==> src/pkg/fbmap_defines.vh <==
`ifndef FBMAP_DEFINES_VH
`define FBMAP_DEFINES_VH

// basic point count and extended point count
`define FBMAP_BASIC_POINTS 24
`define FBMAP_EXT_POINTS 128
// link word width and the number of points held in word 1
`define FBMAP_WORD_W 16
`define FBMAP_WORD1_USED 8
// station address range and occupied station slots
`define FBMAP_ADDR_MAX 6'h3f
`define FBMAP_STATIONS 2'h2
// station type code for a remote device station
`define FBMAP_TYPE_REMOTE_DEV 2'h1
// configuration load time after start, in ns
`define FBMAP_CFG_LOAD_NS 2000
`define FBMAP_CLK_NS 20
// indicator stretch time so short activity is visible, in ns
`define FBMAP_BLINK_NS 50000000

`endif

==> src/hw/fbmap_pulse_stretch.v <==
`timescale 1ns/10ps
`default_nettype none

// holds an indicator on for a fixed time after each activity pulse
module fbmap_pulse_stretch #(
	parameter CNT_W = 22,
	parameter [CNT_W-1:0] HOLD = 22'd2500000
) (
	input wire i_clk_sys,
	input wire i_rstn,
	input wire i_pulse,
	output wire o_led
);

	reg [CNT_W-1:0] cnt_q;
	reg [CNT_W-1:0] cnt_d;

	// retrigger on each pulse; a steady stream keeps the lamp lit
	always @* begin
		cnt_d = cnt_q;
		if (i_pulse) begin
			cnt_d = HOLD;
		end else if (cnt_q != {CNT_W{1'b0}}) begin
			cnt_d = cnt_q - {{(CNT_W-1){1'b0}}, 1'b1};
		end
	end

	always @(posedge i_clk_sys or negedge i_rstn) begin
		if (!i_rstn) begin
			cnt_q <= {CNT_W{1'b0}};
		end else begin
			cnt_q <= cnt_d;
		end
	end

	assign o_led = (cnt_q != {CNT_W{1'b0}});

endmodule // fbmap_pulse_stretch

`default_nettype wire

==> src/hw/fbmap_bit_mapper.v <==
`timescale 1ns/10ps
`default_nettype none
`include "fbmap_defines.vh"

module fbmap_bit_mapper #(
	parameter POINTS_MAX = `FBMAP_EXT_POINTS,
	parameter BLINK_CYCLES = `FBMAP_BLINK_NS / `FBMAP_CLK_NS
) (
	input wire i_clk_sys,
	input wire i_rstn,
	// base unit side, through the jumper connector
	input wire i_base_reset,
	input wire i_ext_enable,
	input wire [POINTS_MAX-1:0] i_controller_virtual_input,
	output reg [POINTS_MAX-1:0] o_controller_virtual_output,
	// rotary switch
	input wire [5:0] i_station_switch,
	// protocol engine side
	input wire i_link_ok,
	input wire i_link_error,
	input wire i_cycle_strobe,
	input wire [POINTS_MAX-1:0] i_remote_input_words,
	output reg [POINTS_MAX-1:0] o_remote_output_words,
	output reg [5:0] o_station_addr,
	output reg [5:0] o_station_last,
	output reg [1:0] o_station_count,
	output reg [1:0] o_station_type,
	output reg o_link_start,
	// indicators
	output wire o_run_indicator,
	output wire o_send_activity_indicator,
	output wire o_receive_activity_indicator,
	output wire o_link_error_indicator
);

	localparam WW = `FBMAP_WORD_W;
	localparam W1 = `FBMAP_WORD1_USED;
	localparam integer CFG_CYCLES = (`FBMAP_CFG_LOAD_NS + `FBMAP_CLK_NS - 1) / `FBMAP_CLK_NS;
	// load counter is 7 bits wide, so the count is cut to that width on purpose
	localparam [6:0] CFG_LAST = CFG_CYCLES[6:0] - 7'h01;

	localparam [1:0] ST_IDLE = 2'h0;
	localparam [1:0] ST_LOAD = 2'h1;
	localparam [1:0] ST_RUN = 2'h2;

	// pin inputs pass two flip-flops before use
	reg [5:0] sw_s1_q, sw_s2_q;
	reg rst_s1_q, rst_s2_q, ext_s1_q, ext_s2_q;

	always @(posedge i_clk_sys or negedge i_rstn) begin
		if (!i_rstn) begin
			sw_s1_q <= 6'h00;
			sw_s2_q <= 6'h00;
			rst_s1_q <= 1'b1;
			rst_s2_q <= 1'b1;
			ext_s1_q <= 1'b0;
			ext_s2_q <= 1'b0;
		end else begin
			sw_s1_q <= i_station_switch;
			sw_s2_q <= sw_s1_q;
			rst_s1_q <= i_base_reset;
			rst_s2_q <= rst_s1_q;
			ext_s1_q <= i_ext_enable;
			ext_s2_q <= ext_s1_q;
		end
	end

	// next station after ours; wraps within the 6-bit range
	function [5:0] next_station;
		input [5:0] a;
		begin
			next_station = a + 6'h01;
		end
	endfunction

	reg [1:0] state_q, state_d;
	reg [6:0] cnt_q, cnt_d;
	reg ext_q, ext_d;

	// start-up sequence: reset of base unit restarts configuration
	always @* begin
		state_d = state_q;
		cnt_d = cnt_q;
		ext_d = ext_q;
		case (state_q)
			ST_IDLE: begin
				if (!rst_s2_q) begin
					state_d = ST_LOAD;
					cnt_d = 7'h00;
				end
			end
			ST_LOAD: begin
				if (rst_s2_q) begin
					state_d = ST_IDLE;
				end else if (cnt_q == CFG_LAST) begin
					state_d = ST_RUN;
					ext_d = ext_s2_q;
				end else begin
					cnt_d = cnt_q + 7'h01;
				end
			end
			ST_RUN: begin
				if (rst_s2_q) begin
					state_d = ST_IDLE;
				end
			end
			default: begin
				state_d = ST_IDLE;
			end
		endcase
	end

	always @(posedge i_clk_sys or negedge i_rstn) begin
		if (!i_rstn) begin
			state_q <= ST_IDLE;
			cnt_q <= 7'h00;
			ext_q <= 1'b0;
		end else begin
			state_q <= state_d;
			cnt_q <= cnt_d;
			ext_q <= ext_d;
		end
	end

	wire running = (state_q == ST_RUN);

	// address is latched at load so a switch turned during operation has no effect
	always @(posedge i_clk_sys or negedge i_rstn) begin
		if (!i_rstn) begin
			o_station_addr <= 6'h00;
			o_station_last <= 6'h01;
			o_station_count <= 2'h0;
			o_station_type <= 2'h0;
			o_link_start <= 1'b0;
		end else begin
			if (state_q == ST_LOAD && cnt_q == CFG_LAST) begin
				o_station_addr <= sw_s2_q;
				o_station_last <= next_station(sw_s2_q);
			end
			o_station_count <= `FBMAP_STATIONS;
			o_station_type <= `FBMAP_TYPE_REMOTE_DEV;
			o_link_start <= running;
		end
	end

	// data mapping, refreshed on each link cycle; extended points only when enabled
	reg [POINTS_MAX-1:0] to_link, to_base;
	integer k;

	always @* begin
		to_link = {POINTS_MAX{1'b0}};
		to_base = {POINTS_MAX{1'b0}};
		for (k = 0; k < WW; k = k + 1) begin
			to_link[k] = i_controller_virtual_input[k];
			to_base[k] = i_remote_input_words[k];
		end
		for (k = 0; k < W1; k = k + 1) begin
			to_link[WW+k] = i_controller_virtual_input[WW+k];
			to_base[WW+k] = i_remote_input_words[WW+k];
		end
		// bits 8..15 of word 1 stay zero in both directions
		for (k = 2 * WW; k < POINTS_MAX; k = k + 1) begin
			if (ext_q) begin
				to_link[k] = i_controller_virtual_input[k];
				to_base[k] = i_remote_input_words[k];
			end
		end
	end

	// outputs hold zero until running so the master never sees stale data
	always @(posedge i_clk_sys or negedge i_rstn) begin
		if (!i_rstn) begin
			o_remote_output_words <= {POINTS_MAX{1'b0}};
			o_controller_virtual_output <= {POINTS_MAX{1'b0}};
		end else if (!running) begin
			o_remote_output_words <= {POINTS_MAX{1'b0}};
			o_controller_virtual_output <= {POINTS_MAX{1'b0}};
		end else if (i_cycle_strobe) begin
			o_remote_output_words <= to_link;
			o_controller_virtual_output <= to_base;
		end
	end

	// indicator logic; activity lamps are stretched so single cycles are visible
	wire act = running & i_link_ok & i_cycle_strobe;

	assign o_run_indicator = running & i_link_ok;
	assign o_link_error_indicator = running & i_link_error;

	fbmap_pulse_stretch #(
		.CNT_W(22),
		.HOLD(BLINK_CYCLES[21:0])
	) u_send (
		.i_clk_sys(i_clk_sys),
		.i_rstn(i_rstn),
		.i_pulse(act),
		.o_led(o_send_activity_indicator)
	);

	fbmap_pulse_stretch #(
		.CNT_W(22),
		.HOLD(BLINK_CYCLES[21:0])
	) u_recv (
		.i_clk_sys(i_clk_sys),
		.i_rstn(i_rstn),
		.i_pulse(act),
		.o_led(o_receive_activity_indicator)
	);

endmodule // fbmap_bit_mapper

`default_nettype wire

==> config.mk <==
export PLATFORM = sky130hd
export DESIGN_NAME = fbmap_bit_mapper
export DESIGN_NICKNAME = d
export VERILOG_FILES = /design/src/hw/fbmap_pulse_stretch.v /design/src/hw/fbmap_bit_mapper.v
export VERILOG_INCLUDE_DIRS = /design/src /design/src/pkg
export SDC_FILE = /design/constraint.sdc
export NUM_CORES = 1
export LEC_CHECK = 0
export BUFFER_PORTS_ARGS = -buffer_cell sky130_fd_sc_hd__buf_2
export CAP_MARGIN = 20
export CORE_AREA = 8 8 207 209
export DETAILED_ROUTE_END_ITERATION = 8
export DIE_AREA = 0 0 215 217
export HOLD_SLACK_MARGIN = 0.02
export SLEW_MARGIN = 20
export SYNTH_ARGS = -nofsm -noshare
export SYNTH_HDL_FRONTEND = slang
export SYNTH_SLANG_ARGS = --single-unit
==> constraint.sdc <==
create_clock -name i_clk_sys -period 4.8 [get_ports i_clk_sys]
set_clock_uncertainty 0.2 [all_clocks]
set_input_delay 0.24 -clock i_clk_sys [delete_from_list [all_inputs] [get_ports i_clk_sys]]
set_output_delay 0.24 -clock i_clk_sys [all_outputs]
set_load 0.005 [all_outputs]
# Word-level counts from Yosys, hierarchy flattened
# Index checks and enable logic that the tools add are counted.
[totals] reg_bits=340 inputBits=269 out_inout_bits=277 elab_cells=253
[op_classes] add_sub_neg=4 eq_ne=9 mux=209 n_bitwise=4 reduce_logical=10
[ops] op="two-way mux 128 bit" n=4
[ops] op="two-way mux 1 bit" n=192
[ops] op="two-way mux 22 bit" n=4
[ops] op="nonzero test 22 bit" n=2
[ops] op="subtractor 22 x 1 -> 22 bit (second input constant)" n=2
[ops] op="two-way mux 7 bit" n=3
[ops] op="case mux 7 bit (2 select lines)" n=1
[ops] op="inequality test 2 bit (second input constant)" n=5
[ops] op="two-way mux 2 bit" n=4
[ops] op="adder 7 x 1 -> 7 bit (second input constant)" n=1
[ops] op="== test 7 bit (second input constant)" n=1
[ops] op="adder 6 x 1 -> 6 bit (second input constant)" n=1
[ops] op="case mux 2 bit (3 select lines)" n=1
[ops] op="AND reduction 3 bit" n=2
[ops] op="nonzero test 2 bit" n=3
[ops] op="AND reduction 4 bit" n=1
[ops] op="bitwise AND 1 bit" n=3
[ops] op="inequality test 3 x 2 -> 1 bit (second input constant)" n=1
[ops] op="== test 2 x 1 -> 1 bit (second input constant)" n=1
[ops] op="== test 2 bit (second input constant)" n=1
[ops] op="zero test 2 bit" n=1
[ops] op="logical AND 1 bit" n=1
[ops] op="NOT 1 bit" n=1

# Depth between registers and ports, before layout
# Gate-level depths: netlist of the first run.
[logic_depth] depth_word=4 mapped_depth=9 ltp_nobuf=8

# By module
# Synthesis of the first run repeated with hierarchy kept, for this count alone.
[hier_totals] cells_unflattened=1425 area_unflattened_um2=14501.4
[by_module_without_submodules] module="fbmap_bit_mapper" instances=1 cells_per_inst=1145 area_each_um2=11921.4 seq_area_each_um2=7010.5
[by_module_without_submodules] module="fbmap_pulse_stretch" instances=2 cells_per_inst=140 area_each_um2=1290.0 seq_area_each_um2=550.5

# Worst setup path after synthesis of the first run
# No wires, ideal clock.
[synth_timing] kind="flip-flop to flip-flop" from="reg u_send.cnt_q[6]" to="reg u_send.cnt_q[17]" setup_time_ns=0.131 t_arrival_ns=2.280 required_time_ns=4.469 path_slack_ns=2.188 stages_incl_launch_ff=7 n_path_buf=1 period_less_slack_ns=2.612 cell_sequence="dfrtp_1 -> or4_4 -> or3_1 -> buf_2 -> a211o_1 -> o31a_1 -> or3_1"
[synth_via] elab_chain_len=3 word_cells_on_any_way=5 classes_between="1 x add/sub; 2 x mux; 2 x reduce/logical"
[synth_lines] item="start: declaration" line="fbmap_pulse_stretch.v:15" source="reg [CNT_W-1:0] cnt_q;"
[synth_lines] item="start signal: assignment" line="fbmap_pulse_stretch.v:30" source="cnt_q <= {CNT_W{1'b0}};"
[synth_lines] item="start signal: assignment" line="fbmap_pulse_stretch.v:32" source="cnt_q <= cnt_d;"
[synth_lines] item="subtractor 22 x 1 -> 22 bit" line="fbmap_pulse_stretch.v:24" source="cnt_d = cnt_q - {{(CNT_W-1){1'b0}}, 1'b1};"
[synth_lines] item="two-way mux 22 bit" line="fbmap_pulse_stretch.v:23" source="end else if (cnt_q != {CNT_W{1'b0}}) begin"
[synth_lines] item="two-way mux 22 bit" line="fbmap_pulse_stretch.v:21" source="if (i_pulse) begin"
# Several ways; a longest one is shown, not always the timed one. The select of a mux whose other input is x is not followed.
# A chain may end at the register's enable or synchronous reset.

# Worst setup path after layout of the first run
[layout_timing] from="reg u_recv.cnt_q[0]" to="out o_receive_activity_indicator"
[layout_via] elab_chain_len=1
[layout_lines] item="start: declaration" line="fbmap_pulse_stretch.v:15"
[layout_lines] item="start signal: assignment" line="fbmap_pulse_stretch.v:30"
[layout_lines] item="start signal: assignment" line="fbmap_pulse_stretch.v:32"
[layout_lines] item="nonzero test 22 bit" line="fbmap_pulse_stretch.v:36" source="assign o_led = (cnt_q != {CNT_W{1'b0}});"
[layout_lines] item="end: declaration" line="fbmap_bit_mapper.v:32" source="output wire o_receive_activity_indicator,"
# No other way between the ends.

==> flow_summary.yaml, run 1 <==
timing:
  rsz0062_at_grt: "no"
  relSlewSlack_pct: 38.78
  tns_ns: 0
  fin_crit_sh_pct: 69.09
  hold_viol_final: 0
  setup_viol: 0
  period_minus_slack_ns: 3.316
  tightest_slew_ns: 0.9183
  fmax_ghz: 0.3015
  drv_slew: 0
cells_and_area:
  fill_cells: 3459
  area_growth_pct: 48.52
  postLayoutCoreUtil_pct: 52.01
  final_cells: 2649
  drive_above_1_share_pct: 28.43
  fin_nets: 2367
clocking:
  root_buffer: "clkbuf_16"
  htree_levels: 2
  clockBufferDepth: 3
  post_cts_resized: 0
  cts.sinks: 324
  cts_buffers: 38
  cts_setup_buffers: 0
  worstSkewPairLatency_ns: 0.54
  cts_tree: "yes"
  clk_pin_slew_worst_paths_ns: 0.06
synth:
  yosys_warnings: 0
  synth_cell_types: 48
  synth_area_sq_um: 13820
  syn_avg_cell_area_sq_um: 10.08
  async_flop_share_pct: 100.0
  ys.flop_type: "dfrtp_1"
  ys_seq_area_share_pct: 58.71
  synth_cells: 1371
  synth_seq_cells: 324
  synth_edf_count: 0
hold_path:
  min_path_type: "flop to flop"
drt:
  antenna_left: 0
  avgViaCountPerCell: 4.784
  first_pass_iters: 6
  drc: 0
  num_vias: 12670
  drtIter0Drc: 915
  drt_wl_total_um: 48200
  wire_per_inst_um: 18.20
global_routing:
  grt_pass1_wl_um: 75420
  grtUsageTotal_pct: 19.81
  gr-total-overflow: 0
  antenna_found_initial: 2
  grt_pass1_vias: 13460
  grt_max_degree: 146
critical_path:
  critPathMaxFanout: 11
  crit_required_ns: 4.36
  cp_cell_sequence: "inv_1 > ha_1 > nor4b_1 > nand3_1 > nor2_1 > inv_1 > buf_2"
  crit_path_top_delay_cell: "nor4b_1"
  cp-end-kind: "primary output"
  critical_path.most_common_cell: "inv_1"
  arrival_ns: 2.88
  crit_path_start_kind: "flop"
  path_class: "flop to primary output"
  max_stage_delay_ns: 0.44
place:
  dpl.cell_count: 2330
  finalWeightedCongestion: 0.8144
  place.port_buffers: 511
  hpwl_um: 31330
outcome:
  status: "completed"
power:
  p_per_area_nw_per_um2: 294.2
  p_leak_nw: 9.909
  vdd_drop_max_v: 0.0002083
floorplan:
  fp.dieW_um: 215
  row_count: 73
  die_area_sq_um: 46660
  ios: 546
  die_y_um: 217
  core_sq_um: 39460
  start_util_pct: 35.02
run:
  max_cap_viol_count: 0
## flip-flops by register name (all words and copies together), names as in the netlist
| name | flops |
|---|---|
| o_controller_virtual_output | 120 |
| o_remote_output_words | 120 |
| u_recv.cnt_q | 22 |
| u_send.cnt_q | 22 |
| cnt_q | 7 |
| o_station_addr | 6 |
| o_station_last | 6 |
| sw_s1_q | 6 |
| sw_s2_q | 6 |
| state_q | 2 |
| ext_q | 1 |
| ext_s1_q | 1 |
| ext_s2_q | 1 |
| o_link_start | 1 |
| o_station_count | 1 |
| rst_s1_q | 1 |
| rst_s2_q | 1 |
## worst max-delay path, delay by kind of cell (launching register included)
| kind | cells | cell delay [ns] |
|---|---|---|
| buf+inv | 3 | 0.39 |
| simple gates | 3 | 1.26 |
| fa+ha+maj | 1 | 0.29 |
| flops | 1 | 0.40 |
## cell families (layout without fill, tap and decap cells)
logic type               after synthesis  in the layout  synth area share, %
AND/OR/NAND/NOR                      584            584                21.07
flip-flops                           324            324                58.71
AO/OA/AOI/OAI                        253            253                9.816
buffers and inverters                114            847                3.622
multiplexers                          63             63                4.655
XOR/XNOR                              27             27                1.712
adder cells (fa/ha/maj)                4              4               0.3622
other                                  2             22              0.05435
## final cells by class
| class | instances | area (sq um) | area share (%) |
|---|---|---|---|
| Sequential cell | 324 | 8112 | 39.53 |
| Antenna cell | 3 | 7.507 | 0.03658 |
| Clock buffer | 56 | 1110 | 5.408 |
| Clock inverter | 11 | 117.6 | 0.5731 |
| Tap cell | 525 | 656.9 | 3.201 |
| Inverter | 8 | 30.03 | 0.1463 |
| Multi-Input combinational cell | 950 | 5279 | 25.72 |
| Timing Repair Buffer | 772 | 5209 | 25.38 |
## cells in the mapped netlist (all sizes together), types with 2 or more instances
cell,n,area share (%)
o31ai,2,0.11
nor3,17,0.62
mux2,10,0.82
ha,4,0.36
or4b,2,0.14
nor2b,194,8.8
nand2,26,0.71
a22o,7,0.44
nand4,4,0.18
mux2i,53,3.8
nor2,274,7.4
or2,3,0.14
xor2,13,0.82
or4,6,0.38
buf,24,1.2
nand4b,2,0.13
a21oi,203,7.4
xnor2,14,0.89
nand3b,3,0.16
a211oi,6,0.33
a31oi,2,0.091
clkbuf,82,2.2
a211o,2,0.13
dfrtp,321,58
nand2b,5,0.23
dfstp,3,0.57
nor4,11,0.50
conb,2,0.054
o211ai,4,0.22
inv,8,0.22
nor3b,3,0.16
and3,5,0.23
o21ai,21,0.76
and2,3,0.14
nor4b,2,0.13
or3,9,0.41
nand3,13,0.47
## report_power, final
| part | leakage, nW | switching (mW) | total [mW] | internal (mW) |
|---|---|---|---|---|
| logic | 5.00 | 0.183 | 0.425 | 0.242 |
| registers | 4.31 | 0.0132 | 2.76 | 2.75 |
| clock network | 0.600 | 1.14 | 2.85 | 1.71 |
| total | 9.91 | 1.34 | 6.04 | 4.70 |
## cell usage in the layout, fill, tap and decap left out, drive strengths merged, types with 10 or more instances in the layout
cell | synthesis | final
nand3 | 13 | 13
xor2 | 13 | 13
nor2b | 194 | 194
xnor2 | 14 | 14
o21ai | 21 | 21
nand2 | 26 | 26
dlygate4sd3 | 0 | 249
mux2i | 53 | 53
nor2 | 274 | 274
mux2 | 10 | 10
buf | 24 | 522
dfrtp | 321 | 321
nor4 | 11 | 11
clkbuf | 82 | 57
nor3 | 17 | 17
conb | 2 | 19
a21oi | 203 | 203
## metrics by stage
stage	hold slack, ns	power, mW	worst slack, ns	area, sq um
final	0.1372	6.037	1.484	20520
after global routing	0.1501	6.272	1.102	20520
after CTS	0.1093	6.129	1.447	20510
after detailed placement	0.1347	3.066	1.739	16790
after global placement	0.1326	3.060	1.857	16790
after floorplan	-0.2556	2.893	2.188	13880
## per-layer routing
layer	share of wire [%]	wire, um	vias up	track usage [%]
li1	-	-	5948	-
met1	39	18920	6117	22.93
met2	49	23470	498	33.46
met3	7.8	3772	109	6.103
met4	4.2	2041	0	9.237
met5	0	0	-	0
## timing repair
action,CTS,global route
hold buffers,249,0
setup endpoints to repair,0,0
hold endpoints to repair,362,0
## worst paths after layout
path	from	end	slack, ns	depth (start not counted)
setup / recovery	u_recv.cnt_q[0]$_DFFE_PN0P_	o_receive_activity_indicator	1.48	7
hold / removal	ext_s1_q$_DFF_PN0_	ext_s2_q$_DFF_PN0_	0.14	0
setup reg to reg	cnt_q[0]$_DFFE_PN0P_	ext_q$_DFFE_PN0P_	1.74	6
hold reg to reg	ext_s1_q$_DFF_PN0_	ext_s2_q$_DFF_PN0_	0.14	0
max in group asynchronous	i_rstn	o_controller_virtual_output[40]$_DFFE_PN0P_	3.11	3
min in group asynchronous	i_rstn	o_controller_virtual_output[0]$_DFFE_PN0P_	0.19	2
No activity file was read; power rests on OpenSTA's default activity.
==> inputs of run 2 (changes only) <==
==> constraint.sdc (replaced) <==
create_clock -name i_clk_sys -period 3.4 [get_ports i_clk_sys]
set_clock_uncertainty 0.2 [all_clocks]
set_input_delay 0.17 -clock i_clk_sys [delete_from_list [all_inputs] [get_ports i_clk_sys]]
set_output_delay 0.17 -clock i_clk_sys [all_outputs]
set_load 0.005 [all_outputs]
==> run 2 against run 1 <==
Net effect:
- cell count increased by 1.3%
- cell area increased by 1.9%
- flip-flop and latch count unchanged
- die area unchanged
- critical endpoint unchanged
- largest cell class unchanged
==> flow_summary.yaml, run 2 (synthesis gave the netlist of run 1 again) <==
critical_path:
  cp_cell_sequence: "inv_1 > ha_1 > nor4b_2 > nand3_2 > nor2_1 > inv_1 > buf_2"
  critical_path.most_common_cell: "inv_1"
  cp-end-kind: "primary output"
  crit_required_ns: 3.03
  arrival_ns: 2.62
  max_stage_delay_ns: 0.40
  critPathMaxFanout: 11
  crit_path_start_kind: "flop"
  path_class: "flop to primary output"
  crit_path_top_delay_cell: "dfrtp_1"
global_routing:
  gr-total-overflow: 0
  grtUsageTotal_pct: 20.11
  grt_pass1_vias: 13800
  grt_max_degree: 162
  antenna_found_initial: 5
  grt_pass1_wl_um: 76780
drt:
  drc: 0
  drtIter0Drc: 960
  antenna_left: 0
  drt_wl_total_um: 49070
  wire_per_inst_um: 18.28
  avgViaCountPerCell: 4.819
  num_vias: 12930
  first_pass_iters: 7
timing:
  hold_viol_final: 0
  relSlewSlack_pct: 44.83
  tns_ns: 0
  fin_crit_sh_pct: 87.88
  holdWs_ns: 0.08454
  drv_slew: 0
  tightest_slew_ns: 0.8275
  setup_viol: 0
  rsz0062_at_grt: "no"
  period_minus_slack_ns: 2.988
  fmax_ghz: 0.3347
cells_and_area:
  largest_registers: "o_controller_virtual_output x120, o_remote_output_words x120"
  final_common_cell: "buf_2"
  fill_cells: 3469
  final_area_sq_um: 20920
  seq_area_sq_um: 8112
  drive_above_1_share_pct: 28.29
  postLayoutCoreUtil_pct: 53.01
  fin_nets: 2401
  final_cell_mix: "509 x buf_2, 321 x dfrtp_1, 276 x dlygate4sd3_1"
  area_growth_pct: 51.38
  multi_input_area_sq_um: 5290
floorplan:
  die_y_um: 217
  core_sq_um: 39460
  ios: 546
  row_count: 73
  fp.dieW_um: 215
  start_util_pct: 35.02
  die_area_sq_um: 46660
hold_path:
  min_path_type: "primary input to asynchronous set/reset pin"
power:
  p_per_area_nw_per_um2: 411.6
  p_total_mw: 8.610
  p_leak_nw: 10.01
  vdd_drop_max_v: 0.0003448
place:
  hpwl_um: 31730
  place.port_buffers: 511
  placed_cell_area_sq_um: 16880
  finalWeightedCongestion: 0.8429
clocking:
  cts_setup_buffers: 0
  clockBufferDepth: 3
  cts_tree: "yes"
  worstSkewPairLatency_ns: 0.53
  cts_buffers: 38
  htree_levels: 2
  cts.sinks: 324
  root_buffer: "clkbuf_16"
  clk_pin_slew_worst_paths_ns: 0.06
outcome:
  status: "completed"
run:
  max_cap_viol_count: 0
-- run 2: cell types whose count changed in the layout (fill, tap and decap cells not counted) --
cell           delta
clkinv_2          -1
nor4b_2           +1
nor4b_1           -1
nand3_1           -1
buf_4             +4
bufinv_16         +2
diode_2           +3
clkbuf_8          -2
nand3_2           +1
clkbuf_1          +1
buf_12            +3
dlygate4sd3_1    +27
clkinvlp_4        -2
-- run 2: final cells by class --
class	instances	area share [%]
flip-flops and latches	324	38.78
repair buffers	806	26.63
multi-input cells	950	25.29
clock buffers	55	5.192
well taps	525	3.141
clock inverters	10	0.7537
inverters	8	0.1436
diodes	6	0.07178
-- run 2: what timing repair did --
item | 4_1_cts | 5_1_grt
gates resized for setup | 0 | 2
endpoints found under the hold margin | 400 | 0
endpoints found under the setup margin | 0 | 1
hold buffers | 276 | 0
-- run 2: path summary, 6_finish.rpt --
path,startpoint,endpoint,slack [ns],cells past startpoint
max,u_recv.cnt_q[0]$_DFFE_PN0P_,o_receive_activity_indicator,0.41,7
min,i_rstn,o_controller_virtual_output[1]$_DFFE_PN0P_,0.08,2
max reg2reg,u_send.cnt_q[6]$_DFFE_PN0P_,u_send.cnt_q[17]$_DFFE_PN0P_,0.71,5
min reg2reg,sw_s1_q[2]$_DFF_PN0_,sw_s2_q[2]$_DFF_PN0_,0.14,0
max in group asynchronous,i_rstn,o_remote_output_words[59]$_DFFE_PN0P_,2.04,3
min in group i_clk_sys,i_station_switch[0],sw_s1_q[0]$_DFF_PN0_,0.09,2
-- run 2: metal layers --
| metal | vias to the layer above | GRT usage (%) | routed length (um) |
|---|---|---|---|
| met5 | - | 0 | 0 |
| met4 | 0 | 9.305 | 2207 |
| met3 | 129 | 5.770 | 3734 |
| met2 | 546 | 33.94 | 23870 |
| met1 | 6235 | 23.61 | 19260 |
| li1 | 6024 | - | - |
-- run 2: critical path: cells and delay by family (launching register included) --
family                     cells  cell delay, ns
buffers and inverters          3            0.38
and+or+nand+nor                3            1.01
DFF                            1            0.40
adders and majority gates      1            0.29
-- run 2: per-stage QoR --
| step | std cells | setup slack (ns) |
|---|---|---|
| 2_1_floorplan | 1388 | 0.7885 |
| 3_3_place_gp | 2337 | 0.6978 |
| 3_5_place_dp | 2337 | 0.6432 |
| 4_1_cts | 2678 | 0.1234 |
| 5_1_grt | 2683 | 0.1890 |
| 6_report | 2684 | 0.4121 |
-- run 2: power by group --
part	internal, mW	switching, mW
clock	2.52	1.58
combinational	0.351	0.263
sequential	3.88	0.0189
total	6.75	1.86
